File: src/include/ces_pkg.sv
package ces_pkg;
    // three flip-flops per pin, change accepted once the last two agree for the debounce count
    localparam int SYNC_STAGES = 3;
    // debounce: input must hold steady this long before it is accepted
    localparam int DEBOUNCE_NS = 1000;
    localparam int CLK_PERIOD_NS = 4;
    localparam int DEBOUNCE_CYC = (DEBOUNCE_NS + CLK_PERIOD_NS - 1) / CLK_PERIOD_NS;
    localparam int DEB_W = 9;
    // interpolation: strobes per encoder cycle
    localparam int INTERP_DIV = 3;
    localparam int PERIOD_W = 24;
    // sensor vector positions
    localparam int SENS_N = 6;
    localparam int IDX_ENC_A = 0;
    localparam int IDX_ENC_B = 1;
    localparam int IDX_HOME = 2;
    localparam int IDX_LEVER = 3;
    localparam int IDX_PAPER_END = 4;
    localparam int IDX_WIDTH = 5;
    // width sensor sits this many characters at this pitch from left edge
    localparam int WIDTH_SENSOR_CHARS = 114;
    localparam int WIDTH_SENSOR_CPI = 10;

    typedef enum logic [1:0] {
        CES_DIR_FWD = 2'h1,
        CES_DIR_REV = 2'h2
    } ces_dir_t;

    typedef enum logic [2:0] {
        CES_ST_IDLE = 3'h1,
        CES_ST_MEASURE = 3'h2,
        CES_ST_RUN = 3'h4
    } ces_state_t;

    typedef struct packed {
        logic home;
        logic capping;
        logic fanfold;
        logic paper_present;
        logic wide_sheet;
    } ces_status_t;

    typedef struct packed {
        logic reverse;
        logic strobe;
        logic enc_error;
    } ces_print_t;
endpackage

File: src/verilog/ces_carriage_sensor.sv
`timescale 1ns/100ps
// What this block does
// - split each measured encoder cycle into three, strobing at 360dpi.
// - direction comes from which channel leads, reported continuously.
// - direction goes to the print path for bidirectional correction.
// - home flagged while home beam is blocked.
// - capping reached flagged when beam blocked during purge at capping position.
// - lever contact closed means fanfold, open means cut sheet.
// - paper present while paper-end sensor is pressed.
// - width sensor classifies sheet wider or narrower than A4 landscape.
module ces_carriage_sensor #(
    parameter int DEB_CYC = ces_pkg::DEBOUNCE_CYC,
    parameter int PERIOD_W = ces_pkg::PERIOD_W
) (
    // clock and reset
    input wire logic clk_in,
    input wire logic nrst_in,
    // encoder pins
    input wire logic encoder_channel_a_in,
    input wire logic encoder_channel_b_in,
    // sensor pins, high = active
    input wire logic home_blocked_in,
    input wire logic lever_closed_in,
    input wire logic paper_end_sensor_in,
    input wire logic width_sensor_in,
    // controller says carriage parked at cap and purge unit running
    input wire logic purge_active_in,
    // results
    output ces_pkg::ces_status_t status_out,
    output ces_pkg::ces_print_t print_out,
    output ces_pkg::ces_dir_t dir_out
);
    logic [ces_pkg::SENS_N-1:0] raw;
    logic [ces_pkg::SENS_N-1:0] clean;

    assign raw[ces_pkg::IDX_ENC_A] = encoder_channel_a_in;
    assign raw[ces_pkg::IDX_ENC_B] = encoder_channel_b_in;
    assign raw[ces_pkg::IDX_HOME] = home_blocked_in;
    assign raw[ces_pkg::IDX_LEVER] = lever_closed_in;
    assign raw[ces_pkg::IDX_PAPER_END] = paper_end_sensor_in;
    assign raw[ces_pkg::IDX_WIDTH] = width_sensor_in;

    genvar gi;
    generate
        for (gi = 0; gi < ces_pkg::SENS_N; gi++) begin : g_in
            ces_sync #(.DEB_CYC(DEB_CYC)) u_sync (
                .clk_in(clk_in),
                .nrst_in(nrst_in),
                .raw_in(raw[gi]),
                .clean_out(clean[gi])
            );
        end
    endgenerate

    logic enc_a;
    logic enc_b;
    assign enc_a = clean[ces_pkg::IDX_ENC_A];
    assign enc_b = clean[ces_pkg::IDX_ENC_B];

    // decoder and interpolator state
    logic prev_a;
    logic prev_b;
    ces_pkg::ces_dir_t dir;
    logic err;
    ces_pkg::ces_state_t state;
    logic [PERIOD_W-1:0] period;
    logic [PERIOD_W-1:0] elapsed;
    logic [PERIOD_W-1:0] phase_cnt;
    logic [1:0] strobes_left;
    logic strobe;
    logic next_prev_a;
    logic next_prev_b;
    ces_pkg::ces_dir_t next_dir;
    logic next_err;
    ces_pkg::ces_state_t next_state;
    logic [PERIOD_W-1:0] next_period;
    logic [PERIOD_W-1:0] next_elapsed;
    logic [PERIOD_W-1:0] next_phase_cnt;
    logic [1:0] next_strobes_left;
    logic next_strobe;
    logic chg_a;
    logic chg_b;
    logic cycle_edge;
    logic [PERIOD_W-1:0] third;

    assign chg_a = enc_a ^ prev_a;
    assign chg_b = enc_b ^ prev_b;
    // rising A edge marks one full 120dpi cycle
    assign cycle_edge = chg_a && enc_a && !chg_b;
    // last full period drives this cycle's spacing; lags a speed change by one cycle
    assign third = period / PERIOD_W'(ces_pkg::INTERP_DIV);

    always_comb begin
        next_prev_a = enc_a;
        next_prev_b = enc_b;
        next_dir = dir;
        next_err = 1'b0;
        if (chg_a && chg_b) begin
            next_err = 1'b1;
        end else if (chg_a) begin
            // A moved: A leads when A now differs from B
            next_dir = (enc_a != enc_b) ? ces_pkg::CES_DIR_FWD : ces_pkg::CES_DIR_REV;
        end else if (chg_b) begin
            next_dir = (enc_a == enc_b) ? ces_pkg::CES_DIR_FWD : ces_pkg::CES_DIR_REV;
        end
    end

    always_comb begin
        next_state = state;
        next_period = period;
        next_elapsed = elapsed;
        next_phase_cnt = phase_cnt;
        next_strobes_left = strobes_left;
        next_strobe = 1'b0;
        if (elapsed != '1) begin
            next_elapsed = elapsed + 1'b1;
        end
        case (state)
            ces_pkg::CES_ST_IDLE: begin
                if (cycle_edge) begin
                    next_elapsed = '0;
                    next_state = ces_pkg::CES_ST_MEASURE;
                end
            end
            ces_pkg::CES_ST_MEASURE: begin
                if (cycle_edge) begin
                    next_period = elapsed + 1'b1;
                    next_elapsed = '0;
                    next_state = ces_pkg::CES_ST_RUN;
                    next_strobe = 1'b1;
                    next_phase_cnt = '0;
                    next_strobes_left = 2'(ces_pkg::INTERP_DIV - 1);
                end
            end
            ces_pkg::CES_ST_RUN: begin
                if (elapsed == '1) begin
                    // carriage stopped: wait for a fresh period
                    next_state = ces_pkg::CES_ST_IDLE;
                    next_strobes_left = '0;
                end else if (cycle_edge) begin
                    next_period = elapsed + 1'b1;
                    next_elapsed = '0;
                    next_strobe = 1'b1;
                    next_phase_cnt = '0;
                    next_strobes_left = 2'(ces_pkg::INTERP_DIV - 1);
                end else if (strobes_left != '0) begin
                    if (phase_cnt + 1'b1 >= third) begin
                        next_strobe = 1'b1;
                        next_phase_cnt = '0;
                        next_strobes_left = strobes_left - 1'b1;
                    end else begin
                        next_phase_cnt = phase_cnt + 1'b1;
                    end
                end
            end
            default: begin
                next_state = ces_pkg::CES_ST_IDLE;
            end
        endcase
    end

    always_ff @(posedge clk_in or negedge nrst_in) begin
        if (!nrst_in) begin
            prev_a <= 1'b0;
            prev_b <= 1'b0;
            dir <= ces_pkg::CES_DIR_FWD;
            err <= 1'b0;
            state <= ces_pkg::CES_ST_IDLE;
            period <= '0;
            elapsed <= '0;
            phase_cnt <= '0;
            strobes_left <= '0;
            strobe <= 1'b0;
        end else begin
            prev_a <= next_prev_a;
            prev_b <= next_prev_b;
            dir <= next_dir;
            err <= next_err;
            state <= next_state;
            period <= next_period;
            elapsed <= next_elapsed;
            phase_cnt <= next_phase_cnt;
            strobes_left <= next_strobes_left;
            strobe <= next_strobe;
        end
    end

    // sensor results registered for clean outputs
    ces_pkg::ces_status_t status;
    ces_pkg::ces_status_t next_status;

    always_comb begin
        next_status.home = clean[ces_pkg::IDX_HOME];
        next_status.capping = clean[ces_pkg::IDX_HOME] && purge_active_in;
        next_status.fanfold = clean[ces_pkg::IDX_LEVER];
        next_status.paper_present = clean[ces_pkg::IDX_PAPER_END];
        // sensor pressed means paper reaches past the width point
        next_status.wide_sheet = clean[ces_pkg::IDX_WIDTH];
    end

    always_ff @(posedge clk_in or negedge nrst_in) begin
        if (!nrst_in) begin
            status <= '0;
        end else begin
            status <= next_status;
        end
    end

    assign status_out = status;
    assign print_out = '{reverse: (dir == ces_pkg::CES_DIR_REV), strobe: strobe,
        enc_error: err};
    assign dir_out = dir;
endmodule

File: src/verilog/ces_sync.sv
`timescale 1ns/100ps
module ces_sync #(
    parameter int DEB_CYC = ces_pkg::DEBOUNCE_CYC
) (
    // clock and reset
    input wire logic clk_in,
    input wire logic nrst_in,
    // raw pin and clean level
    input wire logic raw_in,
    output logic clean_out
);
    logic [ces_pkg::SYNC_STAGES-1:0] stage;
    logic [ces_pkg::DEB_W-1:0] cnt;
    logic clean;
    logic [ces_pkg::SYNC_STAGES-1:0] next_stage;
    logic [ces_pkg::DEB_W-1:0] next_cnt;
    logic next_clean;

    // stage[0] is only read by stage[1]; compare uses stages 1 and 2
    always_comb begin
        next_stage = {stage[ces_pkg::SYNC_STAGES-2:0], raw_in};
        next_cnt = cnt;
        next_clean = clean;
        if (stage[ces_pkg::SYNC_STAGES-2] != stage[ces_pkg::SYNC_STAGES-1]
                || stage[ces_pkg::SYNC_STAGES-1] == clean) begin
            next_cnt = '0;
        end else if (cnt >= ces_pkg::DEB_W'(DEB_CYC - 1)) begin
            next_clean = stage[ces_pkg::SYNC_STAGES-1];
            next_cnt = '0;
        end else begin
            next_cnt = cnt + 1'b1;
        end
    end

    always_ff @(posedge clk_in or negedge nrst_in) begin
        if (!nrst_in) begin
            stage <= '0;
            cnt <= '0;
            clean <= 1'b0;
        end else begin
            stage <= next_stage;
            cnt <= next_cnt;
            clean <= next_clean;
        end
    end

    assign clean_out = clean;
endmodule

File: config.mk
export PLATFORM = sky130hd
export DESIGN_NAME = ces_carriage_sensor
export DESIGN_NICKNAME = d
export VERILOG_FILES = /design/src/include/ces_pkg.sv /design/src/verilog/ces_carriage_sensor.sv /design/src/verilog/ces_sync.sv
export SDC_FILE = /design/constraint.sdc
export NUM_CORES = 1
export LEC_CHECK = 0
export ABC_AREA = 1
export CAP_MARGIN = 20
export CORE_MARGIN = 2
export CORE_UTILIZATION = 30
export CTS_BUF_LIST = sky130_fd_sc_hd__clkbuf_8
export DETAILED_ROUTE_END_ITERATION = 16
export DONT_BUFFER_PORTS = 1
export SETUP_SLACK_MARGIN = 0.15
export SYNTH_ARGS = -nofsm -noshare
export SYNTH_HDL_FRONTEND = slang
export SYNTH_HIERARCHICAL = 1
export SYNTH_SLANG_ARGS = --single-unit
File: constraint.sdc
create_clock -name clk_in -period 12.1 [get_ports clk_in]
set_input_delay 2.42 -clock clk_in [delete_from_list [all_inputs] [get_ports clk_in]]
set_output_delay 2.42 -clock clk_in [all_outputs]
set_load 0.01 [all_outputs]
## Word level (Yosys, flattened, before mapping)

Index checks and enable logic that the tools add are counted.

- $lt $le $gt $ge: 7
- Multiplexer cells: 46
- Multiply operators: 0
- Add/subtract/negate cells: 9
- Shift operators: 0
- Equal/unequal tests: 27
- Reductions and logical operators: 26
- Bitwise operators: 9
- Divide/modulo/power cells: 1

Operators with widths:

| operator | number |
|---|---|
| 24-bit 2-to-1 mux | 10 |
| 24-bit one-hot mux with 2 select lines | 3 |
| 9-bit 2-to-1 mux | 12 |
| 9-bit by 1-bit adder with 9-bit output (second input constant) | 6 |
| 9-bit by 8-bit greater-or-equal comparator with 1-bit output (second input constant) | 6 |
| 24-bit by 1-bit adder with 24-bit output (second input constant) | 2 |
| 24-bit by 2-bit divider with 24-bit output (second input constant) | 1 |
| 24-bit equality test (second input constant) | 1 |
| 24-bit greater-or-equal comparator | 1 |
| 24-bit inequality test (second input constant) | 1 |
| 2-bit 2-to-1 mux | 9 |
| 2-bit AND reduction | 8 |
| 3-bit 2-to-1 mux | 3 |
| 3-bit one-hot mux with 3 select lines | 1 |
| 2-bit inequality test (second input constant) | 4 |
| 4-bit inequality test (second input constant) | 2 |
| 4-bit AND reduction | 2 |
| 1-bit equality test | 7 |
| 1-bit inequality test | 7 |
| 1-bit NOT | 7 |
| 1-bit logical OR | 6 |
| 1-bit 2-to-1 mux | 6 |
| 2-bit nonzero test | 3 |
| 1-bit logical AND | 4 |
| 12 further kinds | 13 |

- RAM bits: 0
- Bits in latches: 0
- Logic and storage cells: 158
- Bits of input ports: 9
- Bits in read-only memories: 0
- Register bits after elaboration: 166
- Memories kept: 0

## Logic depth before layout (Yosys ltp)

- Depth after elaboration: 7
- Gate-level depth with buffers: 82
- Mapped depth without buffers: 82

## By module

The synthesis kept the hierarchy.

By module, submodules not included:

| module | instances | area each (um^2) | cells an instance | seq. area each (um^2) |
|---|---|---|---|---|
| ces_carriage_sensor | 1 | 5674.2 | 763 | 2204.6 |
| ces_sync at g_in[0].u_sync ... | 5 | 609.3 | 68 | 325.3 |
| ces_sync at g_in[5].u_sync | 1 | 604.3 | 68 | 325.3 |

## Least setup slack after synthesis

Ideal clock, no wire load.

- Path type: reg-to-reg
- From: reg period[22]
- To: reg phase_cnt[10]
- Period minus slack after synthesis: 8081 ps
- Stages on the path, launching flop included: 76
- Library setup time: 83 ps
- Data required time: 12017 ps
- Arrival time: 7998 ps
- Path slack: 4019 ps
- Buffers on the path: 1
- Cell sequence: dfrtp_1 -> o21ai_1 -> nand3_2 -> nand2_1 -> nand2_1 -> nand3_1 -> nand3_2 -> nand2_1 -> nand2_1 -> nand3_2 -> nand2_1 -> nand2_2 -> nand3_2 -> nand2_1 -> nand2_1 -> nand2_1 -> o21ai_1 -> nand2_2 -> [40 not listed] -> inv_1 -> a21boi_0 -> o21a_1 -> o21a_1 -> o21a_1 -> o21a_1 -> o211ai_1 -> a21oi_1 -> a2111oi_0 -> o221ai_1 -> nand3_1 -> nand2_1 -> nand2_1 -> nand3b_1 -> nor2_1 -> nand2_1 -> clkbuf_1 -> o22ai_1

- Cells in the longest elaborated chain, start to end: 7

RTL lines:

| element | line | source |
|---|---|---|
| start: declaration | ces_carriage_sensor.sv:66 | `logic [PERIOD_W-1:0] period;` |
| start signal: assignment | ces_carriage_sensor.sv:180 | `period <= next_period;` |
| 24-bit by 2-bit divider with 24-bit output | ces_carriage_sensor.sv:91 | `assign third = period / PERIOD_W'(ces_pkg::INTERP_DIV);` |
| 24-bit greater-or-equal comparator | ces_carriage_sensor.sv:147 | `if (phase_cnt + 1'b1 >= third) begin` |
| 24-bit 2-to-1 mux | ces_carriage_sensor.sv:147 |  |
| 24-bit 2-to-1 mux | ces_carriage_sensor.sv:146 | `end else if (strobes_left != '0) begin` |
| 24-bit 2-to-1 mux | ces_carriage_sensor.sv:140 | `end else if (cycle_edge) begin` |
| 24-bit 2-to-1 mux | ces_carriage_sensor.sv:136 | `if (elapsed == '1) begin` |
| 24-bit one-hot mux with 2 select lines | ces_carriage_sensor.sv:118 | `case (state)` |
| end signal: assignment | ces_carriage_sensor.sv:182 | `phase_cnt <= next_phase_cnt;` |
| end: declaration | ces_carriage_sensor.sv:68 | `logic [PERIOD_W-1:0] phase_cnt;` |

Every way passes these cells. The select of a mux whose other input is x is not followed.
A chain may end at the register's enable or synchronous reset.

## Worst setup path after layout

- From: reg period[23]
- To: reg phase_cnt[8]

Same word-level chain as after synthesis.

==> impl_metrics.env <==
export IMPL_outcome="finished, final reports clean"
export IMPL_wl_per_cell_um=10.3
export IMPL_startpoint="period[23]"
export IMPL_vias_per_cell=4.39
export IMPL_slew_viol_final=0
export IMPL_multiInputGateArea_mm2=0.00438
export IMPL_cts_sinks=166
export IMPL_start_util_pct=30.5
export IMPL_antenna_found_initial=0
export IMPL_syn_area_mm2=0.00933
export IMPL_cts_max_level=4
export IMPL_finalCritPeriodShare_pct=79.5
export IMPL_fill_cells=3185
export IMPL_cts_root_buf="clkbuf_8"
export IMPL_cts_buffers=17
export IMPL_dp_hpwl_um=11900
export IMPL_areaGrowthSynthToFinish_pct=9.35
export IMPL_fp_dieH_um=180
export IMPL_finalSetupViolCount=0
export IMPL_wl_um=16300
export IMPL_synth_edf_count=0
export IMPL_cts_max_path_buffers=2
export IMPL_ff2ff_path_depth=77
export IMPL_synth_cell_types=42
export IMPL_hold_path_class="register to register"
export IMPL_r2r_start="period[23]"
export IMPL_end_kind="register"
export IMPL_place_gp_congestion=0.789
export IMPL_clk_latency_ns=0.48
export IMPL_tritoncts="built"
export IMPL_worst_slew_pin_slew_ns=0.818
export IMPL_clkSlewWorstSetupHoldPaths_ns=0.10
export IMPL_ys_flop_type="dfrtp_1"
export IMPL_hold_viol=0
export IMPL_grt_pass1_wl_um=29000
export IMPL_powerDensity_mw_per_mm2=121
export IMPL_synth_warnings=6
export IMPL_ys_ff_latch=166
export IMPL_cp_max_fo=17
export IMPL_slowest_stage="nand2_1"
export IMPL_p_leak_nw=4.75
export IMPL_gr_total_overflow=0
export IMPL_crit_top_cell="nand2_1"
export IMPL_place_ws_ns=2.50
export IMPL_io_pins=19
export IMPL_regArea_mm2=0.00416
export IMPL_dr_pass1_iters=4
export IMPL_rows=64
export IMPL_grt_pass1_vias=6800
export IMPL_max_stage_delay_ns=0.50
export IMPL_synth_avg_cell_area_um2=7.96
export IMPL_synth_cells=1171
export IMPL_vdd_drop_max_mv=0.0474
export IMPL_grt_usage_pct=10.5
export IMPL_reg2reg_slack_ns=2.48
export IMPL_fin_setup_tns_ns=0
export IMPL_syn_num_nets=1221
export IMPL_grt_max_degree=167
export IMPL_cts_hold_buf=0
export IMPL_critPathKind="register to register"
export IMPL_num_antenna_cells=0
export IMPL_worstPathArrival_ns=9.98
export IMPL_drive_above_1_share_pct=10.3
export IMPL_die_area_mm2=0.0325
export IMPL_cap_violations=0
export IMPL_max_slew_margin_pct=45.3
export IMPL_fp_dieW_um=180
export IMPL_fmax_mhz=104
export IMPL_min_period_ns=9.62
export IMPL_async_reset_ff_share_pct=100
export IMPL_yosysSeqAreaShare_pct=44.6
export IMPL_start_kind="register"
export IMPL_core_mm2=0.0306
export IMPL_num_vias=6971
export IMPL_crit_path_end="phase_cnt[8]"
export IMPL_post_cts_buffers=0
export IMPL_worstPathRequired_ns=12.46
export IMPL_portBuffers=0
export IMPL_final_antenna_net_count=0
export IMPL_cts_resized=0
export IMPL_rsz0062_at_grt="no"
export IMPL_nets=1229
export IMPL_layout_setup_ws_ns=2.48
export IMPL_drt_iter0_markers=338
export IMPL_drc=0
export IMPL_r2r_end="phase_cnt[8]"
export IMPL_clock_skew_ns=0.0205
==> synth_stat cells, drive strengths merged, types with 10 or more instances <==
cell	number	area [µm²]
inv	194	728
ha	41	513
o21ai	61	332
nand2	298	1170
clkbuf	12	45.0
xnor2	13	114
xor2	39	342
a21oi	53	333
nand3	99	621
o22ai	10	62.6
nor2	122	503
dfrtp	164	4100
nor3	19	95.1
==> layout by cell type, fill, tap and decap left out, types with 5 or more instances in the layout <==
cell type / instances
xnor2_1: 13
a21oi_1: 47
xor2_1: 39
conb_1: 6
nor2_2: 18
ha_1: 41
nor3_1: 18
o22ai_1: 10
nand2_2: 19
o21ai_2: 7
o21ai_0: 43
nor2_1: 104
clkbuf_8: 17
o21bai_2: 6
o21ai_1: 11
nand3_2: 25
a21oi_4: 6
inv_1: 191
nand2_1: 279
o21a_1: 5
dfrtp_1: 164
clkinv_8: 5
nand3_1: 74
nand4_1: 7
==> sequential cells by signal, summed over array words and instances (netlist names) <==
| register | cells |
|---|---|
| g_in.u_sync/cnt | 54 |
| elapsed | 24 |
| period | 24 |
| phase_cnt | 24 |
| g_in.u_sync/stage | 18 |
| g_in.u_sync/clean_out | 6 |
| status_out | 5 |
| state | 3 |
| dir_out | 2 |
| strobes_left | 2 |
| err | 1 |
| prev_a | 1 |
| prev_b | 1 |
| strobe | 1 |
==> metrics by stage <==
stage	area, µm²	cells	power [mW]	hold WS [ns]	util (%)
detailed placement	9790	1556	0.848	0.336	32.0
global placement	9790	1556	0.844	0.335	32.0
floorplan	9330	1171	0.810	0.331	-
global route	10200	1588	1.32	0.366	33.3
finish	10200	1588	1.23	0.358	33.3
CTS	10200	1588	1.25	0.361	33.3
==> how the worst min path moves through the flow <==
stage,start,slack [ns],cells past startpoint,to
3_3_place_gp,g_in[2].u_sync/stage[0],0.34,0,g_in[2].u_sync/stage[1]
2_1_floorplan,g_in[0].u_sync/stage[0],0.33,0,g_in[0].u_sync/stage[1]
6_report,g_in[3].u_sync/stage[0],0.36,0,g_in[3].u_sync/stage[1]
3_5_place_dp,g_in[2].u_sync/stage[0],0.34,0,g_in[2].u_sync/stage[1]
5_1_grt,g_in[1].u_sync/stage[0],0.37,0,g_in[1].u_sync/stage[1]
4_1_cts,g_in[3].u_sync/stage[0],0.36,0,g_in[3].u_sync/stage[1]
==> per-layer routing <==
metal / vias up / wire length (µm) / GRT usage [%]
met2: 68 / 7750 / 18.0
met3: 20 / 352 / 1.92
li1: 3698 / - / -
met1: 3185 / 7940 / 13.1
met5: - / 0 / 0
met4: 0 / 287 / 4.00
==> cell type report <==
class                   instances  share of cell area [%]
clock inverters                15                    1.72
flip-flops and latches        166                    40.8
multi-input cells             796                    43.0
well taps                     396                    4.86
inverters                     195                    7.18
clock buffers                  17                    2.29
repair buffers                  3                   0.221
==> critical path, delay by kind of cell, from the launching register on <==
kind,cells,cell delay [ns]
buffers and inverters,4,0.24
DFF,1,0.42
adders and majority gates,2,0.48
AOI/OAI and AO/OA,16,2.66
and+or+nand+nor,55,5.69
==> power by group <==
group	leakage, nW	switching (mW)	internal [mW]
sequential	2.21	0.0392	0.600
clock	0.207	0.240	0.158
combinational	2.33	0.114	0.0815
==> logic make-up (layout without fill, tap and decap cells) <==
group,count (synthesis),count (layout),share of synthesized area [%]
buffers and inverters,209,230,8.49
XOR/XNOR,52,52,4.88
other,6,6,0.241
AO/OA/AOI/OAI,145,145,9.77
flip-flops,166,166,44.6
AND/OR/NAND/NOR,552,552,26.5
adder cells (fa/ha/maj),41,41,5.50
No activity file was read; power rests on OpenSTA's default activity.
